`src/include/rpm_defs.svh`:
```
// Purpose: Offsets, field positions, reset values and timing figures of the port monitor
// Assumes: 8-bit register space reached by the device's own I2C target logic
// Notes:   Definitions only
`ifndef RPM_DEFS_SVH
`define RPM_DEFS_SVH

// ----------------------------------------------------------------------------
// Register offsets
// ----------------------------------------------------------------------------
`define RPM_ADDR_PORT_SEL   8'h4C
`define RPM_ADDR_RATE_CTRL  8'h77
`define RPM_ADDR_MSG_A      8'h78
`define RPM_ADDR_MSG_B      8'h79
`define RPM_ADDR_ERR_FLAGS  8'h7A
`define RPM_ADDR_ERR_TALLY  8'h7B

// ----------------------------------------------------------------------------
// Reset values
// ----------------------------------------------------------------------------
`define RPM_RATE_CTRL_RST   8'hC5
`define RPM_MSG_A_RST       8'h00
`define RPM_MSG_B_RST       8'h01
`define RPM_FLAGS_RST       4'h0
`define RPM_TALLY_RST       8'h00
`define RPM_TALLY_MAX       8'hFF
`define RPM_PORT_SEL_RST    8'h00
`define RPM_UNMAPPED_DATA   8'h00

// ----------------------------------------------------------------------------
// Field positions
// ----------------------------------------------------------------------------
`define RPM_BAND_HI         7
`define RPM_BAND_LO         6
`define RPM_SETTLE_HI       5
`define RPM_SETTLE_LO       4
`define RPM_FLOOR_HI        3
`define RPM_FLOOR_LO        0
`define RPM_LEN_BIT         3
`define RPM_SUM_BIT         2
`define RPM_ECC2_BIT        1
`define RPM_ECC1_BIT        0

// ----------------------------------------------------------------------------
// Timing
// ----------------------------------------------------------------------------
`define RPM_CLK_PERIOD_PS   5000
`define RPM_SETTLE_T0_NS    40000
`define RPM_SETTLE_T1_NS    80000
`define RPM_SETTLE_T2_NS    320000
`define RPM_SETTLE_T3_NS    1280000
// Least time, rounded up to whole cycles
`define RPM_NS_TO_CYC(t)    (((t) * 1000 + `RPM_CLK_PERIOD_PS - 1) / `RPM_CLK_PERIOD_PS)

`endif

```
`src/include/rpm_pkg.sv`:
```
// Purpose: Types shared by the port monitor files
// Assumes: Nothing
// Notes:   Constants live in rpm_defs.svh
package rpm_pkg;

  typedef logic [7:0] rpm_byte_t;

  typedef enum logic [2:0] {
    RPM_SEL_NONE  = 3'b000,
    RPM_SEL_PORT  = 3'b001,
    RPM_SEL_RATE  = 3'b010,
    RPM_SEL_MSG_A = 3'b011,
    RPM_SEL_MSG_B = 3'b100,
    RPM_SEL_FLAGS = 3'b101,
    RPM_SEL_TALLY = 3'b110
  } rpm_reg_sel_t;

endpackage

```
`src/verilog/rpm_rate_monitor.sv`:
```
// Purpose: Recovered clock rate tracker for one receive port
// Assumes: meas_mhz arrives with a one-cycle meas_valid pulse
// Notes:   Too-slow reads high until the first measurement arrives
`timescale 1ns/10ps
`include "rpm_defs.svh"

module rpm_rate_monitor #(
  parameter int CNT_W = 18,
  parameter int CYC0  = 8000,
  parameter int CYC1  = 16000,
  parameter int CYC2  = 64000,
  parameter int CYC3  = 256000
) (
  input  wire logic             clock,
  input  wire logic             reset,
  input  wire logic [1:0]       band,
  input  wire logic [1:0]       settle_sel,
  input  wire logic [3:0]       floor_mhz,
  input  wire logic             meas_valid,
  input  wire logic [7:0]       meas_mhz,
  output logic      [7:0]       rate_mhz,
  output logic                  stable,
  output logic                  too_slow
);

  logic [7:0]       rate_q, rate_d;
  logic             have_q, have_d;
  logic [CNT_W-1:0] cnt_q, cnt_d, target;
  logic             stable_q, stable_d;
  logic             slow_q, slow_d;
  logic [7:0]       diff;
  logic             capture;

  // --------------------------------------------------------------------------
  // Next state
  // --------------------------------------------------------------------------
  always_comb begin
    unique case (settle_sel)
      2'b00: target = CNT_W'(CYC0);
      2'b01: target = CNT_W'(CYC1);
      2'b10: target = CNT_W'(CYC2);
      2'b11: target = CNT_W'(CYC3);
    endcase
    diff = (meas_mhz > rate_q) ? (meas_mhz - rate_q) : (rate_q - meas_mhz);
    capture = meas_valid && (!have_q || (diff > {6'h00, band}));
    rate_d  = capture ? meas_mhz : rate_q;
    have_d  = have_q | meas_valid;
    if (capture) begin
      cnt_d = '0;
    end else if (cnt_q != {CNT_W{1'b1}}) begin
      cnt_d = cnt_q + CNT_W'(1);
    end else begin
      cnt_d = cnt_q;
    end
    stable_d = have_q && !capture && (cnt_d >= target);
    slow_d = have_d ? (rate_d < {4'h0, floor_mhz}) : 1'b1;
  end

  always_ff @(posedge clock) begin
    if (reset) begin
      rate_q   <= 8'h00;
      have_q   <= 1'b0;
      cnt_q    <= '0;
      stable_q <= 1'b0;
      slow_q   <= 1'b1;
    end else begin
      rate_q   <= rate_d;
      have_q   <= have_d;
      cnt_q    <= cnt_d;
      stable_q <= stable_d;
      slow_q   <= slow_d;
    end
  end

  assign rate_mhz = rate_q;
  assign stable   = stable_q;
  assign too_slow = slow_q;
endmodule // rpm_rate_monitor

```
`src/verilog/rpm_port_regs.sv`:
```
// Purpose: Per-port rate monitor control, message bytes and CSI error status
// Assumes: Register reads and writes come as one-cycle strobes from the I2C target
// Notes:   Read data answers one cycle after the read strobe
`timescale 1ns/10ps
`include "rpm_defs.svh"

// Notes on behaviour
// - Stored rate changes only beyond hysteresis band, or on the first measurement
// - Stable after rate holds for selected time
// - Too slow when rate below floor
// - Two message bytes, plain storage, reset 00/01
// - Sticky length error bit 3, read clears
// - Sticky checksum error bit 2, read clears
// - Sticky multi-bit ECC bit 1, read clears
// - Sticky corrected ECC bit 0, read clears
// - Errored packet tally, read clears
// - Port select steers port-specific accesses
module rpm_port_regs #(
  parameter int NPORT = 2,
  parameter int CYC0  = `RPM_NS_TO_CYC(`RPM_SETTLE_T0_NS),
  parameter int CYC1  = `RPM_NS_TO_CYC(`RPM_SETTLE_T1_NS),
  parameter int CYC2  = `RPM_NS_TO_CYC(`RPM_SETTLE_T2_NS),
  parameter int CYC3  = `RPM_NS_TO_CYC(`RPM_SETTLE_T3_NS)
) (
  input  wire logic               clock,
  input  wire logic               reset,
  input  wire logic [7:0]         reg_addr,
  input  wire logic [7:0]         reg_wdata,
  input  wire logic               reg_write,
  input  wire logic               reg_read,
  output logic      [7:0]         reg_rdata,
  output logic                    reg_rvalid,
  input  wire logic [NPORT-1:0]   pkt_done,
  input  wire logic [NPORT-1:0]   pkt_len_err,
  input  wire logic [NPORT-1:0]   pkt_sum_err,
  input  wire logic [NPORT-1:0]   pkt_header_multibit_fault_flag,
  input  wire logic [NPORT-1:0]   pkt_header_fixed_bit_flag,
  input  wire logic [NPORT-1:0]   meas_valid,
  input  wire logic [NPORT*8-1:0] meas_mhz,
  output logic      [NPORT*8-1:0] rate_mhz,
  output logic      [NPORT-1:0]   rate_stable,
  output logic      [NPORT-1:0]   rate_too_slow
);

  localparam int SEL_W = (NPORT > 1) ? $clog2(NPORT) : 1;

  // --------------------------------------------------------------------------
  // State
  // --------------------------------------------------------------------------
  rpm_pkg::rpm_byte_t  ctrl_q   [NPORT];
  rpm_pkg::rpm_byte_t  ctrl_d   [NPORT];
  rpm_pkg::rpm_byte_t  msg_a_q  [NPORT];
  rpm_pkg::rpm_byte_t  msg_a_d  [NPORT];
  rpm_pkg::rpm_byte_t  msg_b_q  [NPORT];
  rpm_pkg::rpm_byte_t  msg_b_d  [NPORT];
  logic [3:0]          flags_q  [NPORT];
  logic [3:0]          flags_d  [NPORT];
  rpm_pkg::rpm_byte_t  tally_q  [NPORT];
  rpm_pkg::rpm_byte_t  tally_d  [NPORT];
  logic [SEL_W-1:0]    psel_q, psel_d;
  rpm_pkg::rpm_byte_t  rdata_q, rdata_d;
  logic                rvalid_q, rvalid_d;
  rpm_pkg::rpm_reg_sel_t sel;
  logic [NPORT-1:0]    pkt_bad;
  logic [NPORT-1:0]    clr_flags;
  logic [NPORT-1:0]    clr_tally;
  logic [3:0]          ev_bits  [NPORT];

  // --------------------------------------------------------------------------
  // Address decode
  // --------------------------------------------------------------------------
  always_comb begin
    unique case (reg_addr)
      `RPM_ADDR_PORT_SEL:  sel = rpm_pkg::RPM_SEL_PORT;
      `RPM_ADDR_RATE_CTRL: sel = rpm_pkg::RPM_SEL_RATE;
      `RPM_ADDR_MSG_A:     sel = rpm_pkg::RPM_SEL_MSG_A;
      `RPM_ADDR_MSG_B:     sel = rpm_pkg::RPM_SEL_MSG_B;
      `RPM_ADDR_ERR_FLAGS: sel = rpm_pkg::RPM_SEL_FLAGS;
      `RPM_ADDR_ERR_TALLY: sel = rpm_pkg::RPM_SEL_TALLY;
      default:             sel = rpm_pkg::RPM_SEL_NONE;
    endcase
  end

  // --------------------------------------------------------------------------
  // Per-port registers
  // --------------------------------------------------------------------------
  always_comb begin
    psel_d = psel_q;
    if (reg_write && sel == rpm_pkg::RPM_SEL_PORT) begin
      psel_d = reg_wdata[SEL_W-1:0];
    end
    for (int p = 0; p < NPORT; p++) begin
      ctrl_d[p]  = ctrl_q[p];
      msg_a_d[p] = msg_a_q[p];
      msg_b_d[p] = msg_b_q[p];
      if (reg_write && psel_q == SEL_W'(p)) begin
        if (sel == rpm_pkg::RPM_SEL_RATE) ctrl_d[p] = reg_wdata;
        if (sel == rpm_pkg::RPM_SEL_MSG_A) msg_a_d[p] = reg_wdata;
        if (sel == rpm_pkg::RPM_SEL_MSG_B) msg_b_d[p] = reg_wdata;
      end
      clr_flags[p] = reg_read && sel == rpm_pkg::RPM_SEL_FLAGS && psel_q == SEL_W'(p);
      clr_tally[p] = reg_read && sel == rpm_pkg::RPM_SEL_TALLY && psel_q == SEL_W'(p);
      ev_bits[p] = 4'h0;
      ev_bits[p][`RPM_LEN_BIT]  = pkt_done[p] & pkt_len_err[p];
      ev_bits[p][`RPM_SUM_BIT]  = pkt_done[p] & pkt_sum_err[p];
      ev_bits[p][`RPM_ECC2_BIT] = pkt_done[p] & pkt_header_multibit_fault_flag[p];
      ev_bits[p][`RPM_ECC1_BIT] = pkt_done[p] & pkt_header_fixed_bit_flag[p];
      // New events win over the clearing read so none is lost
      flags_d[p] = (clr_flags[p] ? 4'h0 : flags_q[p]) | ev_bits[p];
      pkt_bad[p] = |ev_bits[p];
      if (clr_tally[p]) begin
        tally_d[p] = pkt_bad[p] ? 8'h01 : `RPM_TALLY_RST;
      end else if (pkt_bad[p] && tally_q[p] != `RPM_TALLY_MAX) begin
        tally_d[p] = tally_q[p] + 8'h01;
      end else begin
        tally_d[p] = tally_q[p];
      end
    end
  end

  always_ff @(posedge clock) begin
    if (reset) begin
      psel_q <= '0;
      for (int p = 0; p < NPORT; p++) begin
        ctrl_q[p]  <= `RPM_RATE_CTRL_RST;
        msg_a_q[p] <= `RPM_MSG_A_RST;
        msg_b_q[p] <= `RPM_MSG_B_RST;
        flags_q[p] <= `RPM_FLAGS_RST;
        tally_q[p] <= `RPM_TALLY_RST;
      end
    end else begin
      psel_q <= psel_d;
      for (int p = 0; p < NPORT; p++) begin
        ctrl_q[p]  <= ctrl_d[p];
        msg_a_q[p] <= msg_a_d[p];
        msg_b_q[p] <= msg_b_d[p];
        flags_q[p] <= flags_d[p];
        tally_q[p] <= tally_d[p];
      end
    end
  end

  // --------------------------------------------------------------------------
  // Read path
  // --------------------------------------------------------------------------
  always_comb begin
    rvalid_d = reg_read;
    rdata_d  = rdata_q;
    if (reg_read) begin
      unique case (sel)
        rpm_pkg::RPM_SEL_PORT:  rdata_d = 8'(psel_q);
        rpm_pkg::RPM_SEL_RATE:  rdata_d = ctrl_q[psel_q];
        rpm_pkg::RPM_SEL_MSG_A: rdata_d = msg_a_q[psel_q];
        rpm_pkg::RPM_SEL_MSG_B: rdata_d = msg_b_q[psel_q];
        rpm_pkg::RPM_SEL_FLAGS: rdata_d = {4'h0, flags_q[psel_q]};
        rpm_pkg::RPM_SEL_TALLY: rdata_d = tally_q[psel_q];
        rpm_pkg::RPM_SEL_NONE:  rdata_d = `RPM_UNMAPPED_DATA;
      endcase
    end
  end

  always_ff @(posedge clock) begin
    if (reset) begin
      rdata_q  <= 8'h00;
      rvalid_q <= 1'b0;
    end else begin
      rdata_q  <= rdata_d;
      rvalid_q <= rvalid_d;
    end
  end

  assign reg_rdata  = rdata_q;
  assign reg_rvalid = rvalid_q;

  // --------------------------------------------------------------------------
  // Rate monitors, one per port
  // --------------------------------------------------------------------------
  for (genvar g = 0; g < NPORT; g++) begin : g_port
    rpm_rate_monitor #(
      .CNT_W (18),
      .CYC0  (CYC0),
      .CYC1  (CYC1),
      .CYC2  (CYC2),
      .CYC3  (CYC3)
    ) u_rate (
      .clock      (clock),
      .reset      (reset),
      .band       (ctrl_q[g][`RPM_BAND_HI:`RPM_BAND_LO]),
      .settle_sel (ctrl_q[g][`RPM_SETTLE_HI:`RPM_SETTLE_LO]),
      .floor_mhz  (ctrl_q[g][`RPM_FLOOR_HI:`RPM_FLOOR_LO]),
      .meas_valid (meas_valid[g]),
      .meas_mhz   (meas_mhz[g*8 +: 8]),
      .rate_mhz   (rate_mhz[g*8 +: 8]),
      .stable     (rate_stable[g]),
      .too_slow   (rate_too_slow[g])
    );

  end
endmodule // rpm_port_regs

```
`config.mk`:
```
export PLATFORM = sky130hd
export DESIGN_NAME = rpm_port_regs
export DESIGN_NICKNAME = d
export VERILOG_FILES = /design/src/include/rpm_pkg.sv /design/src/verilog/rpm_rate_monitor.sv /design/src/verilog/rpm_port_regs.sv
export VERILOG_INCLUDE_DIRS = /design/src /design/src/include
export SDC_FILE = /design/constraint.sdc
export NUM_CORES = 1
export LEC_CHECK = 0
export BUFFER_PORTS_ARGS = -buffer_cell sky130_fd_sc_hd__buf_2
export CAP_MARGIN = 30
export CORE_ASPECT_RATIO = 1.2
export CORE_MARGIN = 2
export CORE_UTILIZATION = 30
export CTS_CLUSTER_SIZE = 14
export DETAILED_ROUTE_END_ITERATION = 8
export PLACE_DENSITY = 0.57
export SETUP_SLACK_MARGIN = 0.02
export SYNTH_ARGS = -nofsm -noshare
export SYNTH_HDL_FRONTEND = slang
export SYNTH_SLANG_ARGS = --single-unit
```
`constraint.sdc`:
```
create_clock -name clock -period 5.2 [get_ports clock]
set_input_delay 0.52 -clock clock [delete_from_list [all_inputs] [get_ports clock]]
set_output_delay 0.52 -clock clock [all_outputs]
set_load 0.03 [all_outputs]
```
* After elaboration in Yosys (flattened, before gate mapping)
Memories as Yosys holds them, arrays and structs flattened. A register that Yosys moved wholly into a read port is not among the register bits.
Index checks and enable logic that the tools add are counted.
** Storage, ports and cells
- Latch bits :: 0
- Input port bits :: 48
- Flip-flop bits (word level) :: 68
- Memories kept :: 5
- Bits in writable memories :: 72
- Logic and storage cells :: 178
- Memory bits (read-only) :: 0
** Cells by class
- Equal/unequal tests :: 30
- Shifts and indexed selects :: 0
- Bitwise logic cells :: 25
- Div/mod/pow operators :: 0
- $mul :: 0
- Mux-type cells :: 55
- Order comparisons :: 8
- $add $sub $neg :: 8
- Reduce and logical (&&, ||, !) cells :: 34
** Memories
- ctrl_q :: depth 2, width 8, read ports 3, clocked after Yosys merged registers in 1, wr ports 2, RTL line rpm_port_regs.sv:50 : rpm_pkg::rpm_byte_t ctrl_q [NPORT];
- msg_a_q :: depth 2, width 8, read ports 1, clocked after Yosys merged registers in 1, wr ports 2, RTL line rpm_port_regs.sv:52 : rpm_pkg::rpm_byte_t msg_a_q [NPORT];
- msg_b_q :: depth 2, width 8, read ports 1, clocked after Yosys merged registers in 1, wr ports 2, RTL line rpm_port_regs.sv:54 : rpm_pkg::rpm_byte_t msg_b_q [NPORT];
- tally_q :: depth 2, width 8, read ports 3, clocked after Yosys merged registers in 1, wr ports 2, RTL line rpm_port_regs.sv:58 : rpm_pkg::rpm_byte_t tally_q [NPORT];
- flags_q :: depth 2, width 4, read ports 3, clocked after Yosys merged registers in 1, wr ports 2, RTL line rpm_port_regs.sv:56 : logic [3:0] flags_q [NPORT];
** Operators with widths (count)
- 8-bit 2-to-1 mux :: 28
- 18-bit case mux with 4 select lines :: 2
- 18-bit 2-to-1 mux :: 4
- 8-bit case mux with 7 select lines :: 1
- 8-bit by 7-bit == test with 1-bit output (second input constant) :: 6
- 18-bit by 1-bit adder with 18-bit output (second input constant) :: 2
- 18-bit >= comparator :: 2
- 18-bit inequality test (second input constant) :: 2
- 8-bit subtractor :: 4
- 3-bit case mux with 6 select lines :: 1
- 1-bit logical AND :: 17
- 8-bit by 1-bit adder with 8-bit output (second input constant) :: 2
- 8-bit by 2-bit > comparator with 1-bit output :: 2
- 8-bit > comparator :: 2
- 8-bit by 4-bit < comparator with 1-bit output :: 2
- 4-bit 2-to-1 mux :: 4
- 8-bit inequality test (second input constant) :: 2
- 1-bit 2-to-1 mux :: 15
- 1-bit OR :: 12
- 3-bit AND reduction :: 4
- 3-bit == test (second input constant) :: 3
- 1-bit AND :: 8
- 2-bit == test (second input constant) :: 4
- 2-bit inequality test (second input constant) :: 4
- other kinds (12) :: 27

* Longest topological paths before layout
Gate-level depths: netlist of run 1.
- Word-level depth :: 8
- Depth in mapped cells :: 27
- Mapped depth without buffers :: 25

* Hierarchy
A second synthesis of run 1 with hierarchy kept.
** Second synthesis, totals
- Cell total of the unflattened synthesis :: 1042
- Area, all modules :: 9231.4 um2
** By module, submodules not included
- rpm_rate_monitor :: seq. area each 580.6 um2, cells an instance 336, instances 2, area an instance 2645.0 um2
- rpm_port_regs :: seq. area each 1981.9 um2, cells an instance 370, instances 1, area an instance 3941.3 um2

* Worst setup path after synthesis of run 1
Ideal clock, no wire load.
- Kind :: reg-to-reg
- From :: register g_port[0].u_rate.rate_q[0]
- To :: register g_port[0].u_rate.stable_q
- Path buffers :: 2
- Slack :: 0.242 ns
- Arrival :: 4.826 ns
- Clock period less this slack :: 4.958 ns
- Setup time :: 0.132 ns
- Data required time :: 5.068 ns
- Cell stages (with the launch flop) :: 25
- Path through :: dfxtp_1 ha_1 inv_1 fa_1 a21o_1 a21o_1 a211oi_1 o21ai_0 nand3_1 nand2_1 ha_1 nor2b_1 o21ai_0 o2111ai_1 a2111oi_4 o22ai_2 buf_6 buf_2 nor2_1 ha_1 nor2b_1 o21a_1 o21a_1 o41ai_1 a211oi_2
** Between the ends
- Longest elaborated chain between the ends :: 8
- Elaborated cells on any way between the ends :: 12
** Ends and longest elaborated chain
- start, declared :: RTL line rpm_rate_monitor.sv:26 : logic [7:0] rate_q, rate_d;
- start signal, assigned :: RTL line rpm_rate_monitor.sv:67 : rate_q <= rate_d;
- 8-bit subtractor or 8-bit > comparator (tied branches) :: RTL line rpm_rate_monitor.sv:44 : diff = (meas_mhz > rate_q) ? (meas_mhz - rate_q) : (rate_q - meas_mhz);
- 8-bit 2-to-1 mux (*) :: RTL line rpm_rate_monitor.sv:44
- 8-bit by 2-bit > comparator with 1-bit output (*) :: RTL line rpm_rate_monitor.sv:45 : capture = meas_valid && (!have_q || (diff > {6'h00, band}));
- 1-bit logical OR (*) :: RTL line rpm_rate_monitor.sv:45
- 1-bit logical AND (*) :: RTL line rpm_rate_monitor.sv:45
- 18-bit 2-to-1 mux (*) :: RTL line rpm_rate_monitor.sv:48 : if (capture) begin
- net g_port[0].u_rate.cnt_d[7] :: RTL line rpm_rate_monitor.sv:28 : logic [CNT_W-1:0] cnt_q, cnt_d, target;
- 18-bit >= comparator (*) :: RTL line rpm_rate_monitor.sv:55 : stable_d = have_q && !capture && (cnt_d >= target);
- 1-bit logical AND (*) :: RTL line rpm_rate_monitor.sv:55
- end signal, assigned :: RTL line rpm_rate_monitor.sv:70 : stable_q <= stable_d;
- end, declared :: RTL line rpm_rate_monitor.sv:29 : logic stable_q, stable_d;
Mark *: on every way through the listed nets, which the timed path passes. The rest lies on a longest branch.
A chain may end at the register's enable or synchronous reset.

* Worst setup path in the final report of run 1
- From :: register g_port[0].u_rate.rate_q[0]
- To :: register g_port[0].u_rate.slow_q
** Between the ends
- Longest elaborated chain between the ends :: 7
- Elaborated cells on any way between the ends :: 9
** Ends and longest elaborated chain
- 8-bit subtractor or 8-bit > comparator (tied branches) :: RTL line rpm_rate_monitor.sv:44
- 8-bit 2-to-1 mux (*) :: RTL line rpm_rate_monitor.sv:44
- 8-bit by 2-bit > comparator with 1-bit output (*) :: RTL line rpm_rate_monitor.sv:45
- 1-bit logical OR (*) :: RTL line rpm_rate_monitor.sv:45
- 1-bit logical AND (*) :: RTL line rpm_rate_monitor.sv:45
- 8-bit 2-to-1 mux (*) :: RTL line rpm_rate_monitor.sv:46 : rate_d = capture ? meas_mhz : rate_q;
- net g_port[0].u_rate.rate_d[2] :: RTL line rpm_rate_monitor.sv:26
- 8-bit by 4-bit < comparator with 1-bit output (*) :: RTL line rpm_rate_monitor.sv:56 : slow_d = have_d ? (rate_d < {4'h0, floor_mhz}) : 1'b1;
- end signal, assigned :: RTL line rpm_rate_monitor.sv:71 : slow_q <= slow_d;
- end, declared :: RTL line rpm_rate_monitor.sv:30 : logic slow_q, slow_d;
Marks and branches as above.

==> results of run 1 <==
==> power by group through the flow <==
stage / logic [W] / clock network [W] / registers (W)
4_1_cts: 0.000556 / 0.00129 / 0.00120
3_3_place_gp: 0.000549 / 0 / 0.00122
3_5_place_dp: 0.000553 / 0 / 0.00122
2_1_floorplan: 0.000372 / 0 / 0.00124
6_report: 0.000554 / 0.00126 / 0.00120
5_1_grt: 0.000617 / 0.00134 / 0.00120
==> final cells by class <==
cell class | count | area share
clock buffers | 20 | 0.0439
clock inverters | 12 | 0.0158
inverters | 63 | 0.0233
multi-input cells | 742 | 0.511
flip-flops and latches | 141 | 0.309
well taps | 385 | 0.0474
repair buffers | 91 | 0.0497
==> path summary, 6_finish.rpt <==
check | to | startpoint | slack (ns) | depth (start not counted)
max | g_port[0].u_rate.too_slow$_SDFF_PP1_ | g_port[0].u_rate.rate_mhz[0]$_SDFF_PP0_ | 0.50 | 22
min reg2reg | reg_rdata[2]$_SDFFE_PP0P_ | reg_rdata[2]$_SDFFE_PP0P_ | 0.48 | 2
min | g_port[1].u_rate.rate_mhz[7]$_SDFF_PP0_ | meas_mhz[15] | 0.36 | 3
max reg2reg | g_port[0].u_rate.too_slow$_SDFF_PP1_ | g_port[0].u_rate.rate_mhz[0]$_SDFF_PP0_ | 0.50 | 22
==> registers in the layout, summed over array words and instances (netlist names), named ones only <==
| signal | count |
|---|---|
| ctrl_q | 16 |
| reg_rdata | 8 |
| g_port.u_rate.have_q | 2 |
| g_port.u_rate.cnt_q | 36 |
| g_port.u_rate.rate_mhz | 16 |
| reg_rvalid | 1 |
| psel_q | 1 |
| g_port.u_rate.stable | 2 |
| g_port.u_rate.too_slow | 2 |
| msg_a_q | 16 |
| flags_q | 8 |
| tally_q | 16 |
| msg_b_q | 16 |
==> timing repair <==
action	CTS	global route
resized for setup	0	4
endpoints found under the setup margin	0	2
setup buffers	0	0
==> metrics by stage <==
stage,util,power (W),hold slack (ns)
4_1_cts,0.352,0.00305,0.351
3_3_place_gp,0.331,0.00177,0.477
5_1_grt,0.352,0.00316,0.366
6_report,0.352,0.00301,0.365
3_5_place_dp,0.331,0.00177,0.471
2_1_floorplan,-,0.00161,0.434
==> routing by layer <==
metal	GRT usage	up-vias	wire length (um)
met3	0.0269	25	611
met4	0.0482	0	434
met2	0.263	111	11000
met1	0.183	3409	10200
met5	0	-	0
li1	-	3693	-
==> worst register-to-register path: cells and delay by family (launching register included) <==
kind | cells | cell delay, ns
adder cells (fa/ha/maj) | 4 | 1.15
buffers and inverters | 2 | 0.30
AO/OA/AOI/OAI | 12 | 2.43
AND/OR/NAND/NOR | 4 | 0.39
flip-flops | 1 | 0.38
==> cell families after synthesis <==
logic type / synth area share
buffers and inverters: 0.0546
multiplexers: 0.0716
flip-flops: 0.357
AO/OA/AOI/OAI: 0.147
adder cells (fa/ha/maj): 0.103
XOR/XNOR: 0.0438
AND/OR/NAND/NOR: 0.223
==> cells in the mapped netlist, types with 9 or more instances <==
library cell    n
nor2_1        131
dfxtp_1       109
ha_1           66
inv_1          63
nand2_1        57
mux2i_1        55
nor3_1         38
a21oi_1        34
edfxtp_1       32
nor2b_1        26
nand3_1        24
xor2_1         24
nand4_1        22
clkbuf_1       21
xnor2_1        20
o21ai_0        19
and2_1         18
o22ai_1        17
nand2b_1       16
and3_1         14
a211oi_1       12
a21o_1         11
buf_2          11
a211o_1         9
==> cells in the final DEF, fill, tap and decap left out, types with 9 or more instances in the layout <==
cell,netlist,final
a211o_1,9,9
a211oi_1,12,12
a21o_1,11,11
a21oi_1,34,34
and2_1,18,18
and3_1,14,14
buf_2,11,76
buf_4,4,14
clkbuf_16,0,17
dfxtp_1,109,108
edfxtp_1,32,32
ha_1,66,66
inv_1,63,63
mux2i_1,55,55
nand2_1,57,57
nand2b_1,16,16
nand3_1,24,24
nand4_1,22,22
nor2_1,131,131
nor2b_1,26,26
nor3_1,38,38
o21ai_0,19,18
o22ai_1,17,17
xnor2_1,20,20
xor2_1,24,24
==> summary.md, run 1 <==
| Metric | Value |
|---|---|
| Pre-CTS WS | 0.0846 ns |
| Final Max Tran Viols | 0 |
| Fillers | 3001 |
| Gr ovfl total | 0 |
| Largest net degree at the start of global routing | 59 |
| Die Span Y | 192 um |
| Final WS setup | 0.500 ns |
| Run status | finished clean |
| Htree depth | 4 |
| RSZ-0062 raised after global routing | no |
| DIE WIDTH | 160 um |
| Clk Latency, worst-skew pair | 0.42 ns |
| Setup TNS | 0 ns |
| Clock root buffer | clkbuf_16 |
| Final min period | 4.70 ns |
| Crit start category | flip-flop |
| Worst-path clk slew | 0.06 ns |
| Count of final setup violators | 0 |
| Detailed Routing Iterations Pass 1 | 4 |
| F_max | 213 MHz |
| Power share of the combinational group | 0.184 |
| WL/cell | 15.3 um |
| Fin area | 0.0102 sq mm |
| All-layer global routing usage | 0.149 |
| Number of cell rows | 68 |
| Clk sinks | 141 |
| Vias in the first global route | 7051 |
| Slew @ Worst Pin | 0.958 ns |
| Multi-input gate area | 0.00519 sq mm |
| I/O Buffers | 76 |
| Clock share of power | 0.419 |
| Vias per cell | 4.98 |
| Placed inst area | 0.00954 sq mm |
| Post-CTS Hold Buffers | 0 |
| Pwr/cell area | 297 mW/mm^2 |
| Critical path fanouts, max | 15 |
| Nets@finish | 1174 |
| Mapped Nets | 1111 |
| Initial core utilization | 0.305 |
| CTS tree | built |
| Yosys warnings | 0 |
| Worst Skew | 0.00955 ns |
| Fraction of the yosys area taken by sequential cells | 0.357 |
| Slew HR | 0.359 |
| Area Overhead vs Synth | 15.6% |
| Top delay family on crit path | compound AO/OA/AOI/OAI gates |
| DP Cell Count | 1422 |
| Crit path kind | flip-flop to flip-flop |
| P_sw | 0.000860 W |
| Synth top area share | 0.248 |
| Crit-path cells | ha_1 > inv_1 > fa_1 > a21o_1 > a21o_1 > a211oi_1 > o21ai_0 > nand3_1 > nand2_1 > ha_1 > nor2b_1 > o21ai_1 > o2111ai_2 > a2111oi_4 > o22ai_2 > buf_4 > nand2_1 > o21ai_1 > ha_1 > a21o_1 > a211o_1 > a21oi_1 |
| Max_cap viols | 0 |
| Bufs and invs on worst path | 2 |
| Fin crit share | 0.904 |
| Max stage delay cell, worst path | fa_1 |
| EDFF count, synth | 32 |
| Post-synthesis cell area | 0.00879 sq mm |
| Gpl congestion | 0.826 |
| First-pass GRT wire length | 36600 um |
| Switching part of the total | 0.285 |
| Antenna-violating nets left | 0 |
| Register area | 0.00314 sq mm |
| Synthesized flop and latch total | 141 |
| Netlist cell types | 77 |
| Worst EP required | 5.56 ns |
| N_diodes | 0 |
| Ports | 77 |
| Core area | 0.0288 sq mm |
| Leak | 4.06 nW |
| Power Internal | 0.00215 W |
| Share of layout cells above drive strength 1 | 0.137 |
| Synth Instances | 993 |
| CP Capture Type | flip-flop |
| Final Hold Violating Endpoints | 0 |
| Main synth FF type | dfxtp_1 |
| Flop pwr share | 0.397 |
| Synth area leader | dfxtp_1 |
| Leading post-synthesis cells by cell area | dfxtp_1, edfxtp_1, ha_1, mux2i_1, nor2_1 |
| Crit-path max cell delay | 0.40 ns |
| Vias | 7238 |
| CP Data Arrival Time | 5.06 ns |
| Post-Layout Cell Count | 1454 |
| Post-DP HPWL | 16800 um |
| Die area | 0.0307 sq mm |
| Routed WL | 22300 um |
| Clock Tree Buf Depth | 2 |
| CTS Buf Count | 17 |
| Ys async rst share | 0 |
| Initial antenna violation count | 0 |
| Min-Delay Path Class | primary input to flip-flop |
| Avg Cell Area, Syn | 8.86 sq um |
| Initial drt markers | 341 |
| Max IR drop VDD | 193 uV |
| # DRC | 0 |
Power figures use the tool's default switching activity.
==> inputs of run 2 (changes only) <==
--- a/config.mk
+++ b/config.mk
@@ -11,6 +11,7 @@
 export CORE_ASPECT_RATIO = 1.2
 export CORE_MARGIN = 2
 export CORE_UTILIZATION = 30
+export CTS_BUF_LIST = sky130_fd_sc_hd__clkbuf_8
 export CTS_CLUSTER_SIZE = 14
 export DETAILED_ROUTE_END_ITERATION = 8
 export PLACE_DENSITY = 0.57
==> run 2 against run 1 <==
Combinational power barely moved. Global-route usage fell by 0.065 points. Worst setup slack got worse by 0.021 ns. Non-clock buffer count did not move. Utilization fell by 0.65 points. Flip-flop and latch count did not move. First-iteration DRC count fell by 4.7%. Clock power fell by 26%. Clock skew rose by 0.0013 ns. Clock-buffer cell count fell by 2. Sequential share of layout area rose by 0.58 points. Cell count did not move. Critical path type unchanged.
==> summary.md, run 2 (synthesis results as in run 1) <==
| Metric | Value |
|---|---|
| Reg2Reg Depth | 22 |
| I/O Buffers | 76 |
| WHS Path Cells | 3 |
| Max_cap viols | 0 |
| Worst r2r src | g_port[0].u_rate.rate_mhz[0]$_SDFF_PP0_ |
| Antenna-violating nets left | 0 |
| Post-CTS Hold Buffers | 0 |
| Min-Delay Path Class | primary input to flip-flop |
| Detailed Routing Iterations Pass 1 | 5 |
| Initial core utilization | 0.305 |
| N_diodes | 0 |
| Clock Tree Buf Depth | 2 |
| Slew HR | 0.364 |
| Power Internal | 0.00187 W |
| CP Capture Type | flip-flop |
| CTS tree | built |
| Gpl congestion | 0.826 |
| Fin crit share | 0.908 |
| Routed WL | 22100 um |
| Vias in the first global route | 7016 |
| Crit path kind | flip-flop to flip-flop |
| Power share of the combinational group | 0.207 |
| Die area | 0.0307 sq mm |
| Final Util | 0.346 |
| Leak | 3.98 nW |
| Share of layout cells above drive strength 1 | 0.138 |
| CTS Buf Count | 17 |
| Vias | 7232 |
| Switching part of the total | 0.304 |
| DIE WIDTH | 160 um |
| Routing usage on met2 | 0.261 |
| Final Max Tran Viols | 0 |
| Die Span Y | 192 um |
| Clock share of power | 0.349 |
| Post-DP HPWL | 16800 um |
| Worst Skew | 0.0108 ns |
| Initial drt markers | 325 |
| Initial antenna violation count | 0 |
| Max reg flops | 36 |
| Largest net degree at the start of global routing | 59 |
| Count of final setup violators | 0 |
| WHS | 0.334 ns |
| Final min period | 4.72 ns |
| Reg-to-reg slack, setup | 0.48 ns |
| Design Power | 0.00268 W |
| Vias per cell | 4.97 |
| Final Hold Violating Endpoints | 0 |
| R2r endpoint | g_port[0].u_rate.stable$_SDFF_PP0_ |
| F_max | 212 MHz |
| Nets@finish | 1174 |
| Crit start category | flip-flop |
| WL/cell | 15.2 um |
| Most frequent cells in the layout | nor2_1, dfxtp_1, buf_2 |
| Met3 usage | 0.0250 |
| Post-Layout Cell Count | 1454 |
| Ports | 77 |
| Slew @ Worst Pin | 0.950 ns |
| Flop pwr share | 0.445 |
| First-pass GRT wire length | 36400 um |
| Most Used Layer, Global Route | met2 |
| Gr ovfl total | 0 |
| # DRC | 0 |
| Biggest register | g_port.u_rate.cnt_q |
| P_sw | 0.000815 W |
| Clk Latency, worst-skew pair | 0.45 ns |
| Run status | finished clean |
| CP Data Arrival Time | 5.03 ns |
| All-layer global routing usage | 0.148 |
| Number of cell rows | 68 |
| Max IR drop VDD | 130 uV |
| RSZ-0062 raised after global routing | no |
| Worst EP required | 5.51 ns |
| Hold_sp | pkt_header_fixed_bit_flag[1] |
| Critical path fanouts, max | 8 |
| DP Cell Count | 1422 |
| Clk sinks | 141 |
| Clock root buffer | clkbuf_8 |
| Met1 GRT Util | 0.183 |
| Hold Crit Endpoint | flags_q[1][0]$_SDFF_PP0_ |
| Area Overhead vs Synth | 13.5% |
| Pwr/cell area | 269 mW/mm^2 |
| Setup TNS | 0 ns |
| Core area | 0.0288 sq mm |
| Commonest non-fill, non-tap cell in the layout | nor2_1 |
| Worst-path clk slew | 0.09 ns |
| Htree depth | 4 |
[run 2: timing repair]
item                       in CTS  in global routing
setup endpoints to repair       0                  2
setup buffers                   0                  0
gates resized for setup         0                  5
[run 2: per-layer routing]
layer | wire length (um) | vias to the layer above
met5 | 0 | -
met4 | 465 | 0
met3 | 670 | 29
met2 | 10900 | 113
met1 | 10100 | 3401
li1 | - | 3689
[run 2: worst max path at each step]
stage	cells after the start	startpoint	end
after floorplan	24	g_port[0].u_rate.rate_mhz[0]$_SDFF_PP0_	g_port[0].u_rate.stable$_SDFF_PP0_
after global placement	24	meas_mhz[0]	g_port[0].u_rate.stable$_SDFF_PP0_
after detailed placement	24	meas_mhz[0]	g_port[0].u_rate.stable$_SDFF_PP0_
after CTS	22	g_port[0].u_rate.rate_mhz[0]$_SDFF_PP0_	g_port[0].u_rate.stable$_SDFF_PP0_
after global routing	22	g_port[0].u_rate.rate_mhz[0]$_SDFF_PP0_	g_port[0].u_rate.stable$_SDFF_PP0_
final	22	g_port[0].u_rate.rate_mhz[0]$_SDFF_PP0_	g_port[0].u_rate.stable$_SDFF_PP0_
[run 2: power groups by stage]
stage               Combinational, W  Clock (W)  Sequential, W
floorplan                   0.000372          0        0.00124
global placement            0.000549          0        0.00122
detailed placement          0.000553          0        0.00122
CTS                         0.000556   0.000970        0.00119
global route                0.000617    0.00101        0.00120
finish                      0.000555   0.000935        0.00119
[run 2: through the flow]
step | worst slack (ns) | area, sq um
after global routing | 0.0550 | 9980
after CTS | 0.307 | 9950
after detailed placement | 0.0846 | 9540
final | 0.479 | 9980
after floorplan | 0.242 | 8790
after global placement | 0.235 | 9540
[run 2: worst max-delay path, stage by stage, from the launching register on]
cell and delay [ns]:
dfxtp_1 0.38, ha_1 0.18, inv_1 0.05, fa_1 0.40, a21o_1 0.20, a21o_1 0.19
a211oi_1 0.29, o21ai_0 0.17, nand3_1 0.11, nand2_1 0.06, ha_1 0.28, nor2b_1 0.13
o21ai_1 0.17, o2111ai_2 0.16, a2111oi_4 0.37, o22ai_2 0.20, nor2_1 0.17, ha_1 0.26
nor2b_1 0.13, o21a_1 0.16, o21a_1 0.17, o41ai_2 0.24, a211oi_2 0.12
[run 2: final cells by class]
type                       instances  area [sq um]
fill                            3027         18900
multi-input combinational        742          5190
sequential                       141          3140
tap                              385           482
clock inverter                    14           168
timing repair buffer              91           505
clock buffer                      18           248
inverter                          63           236
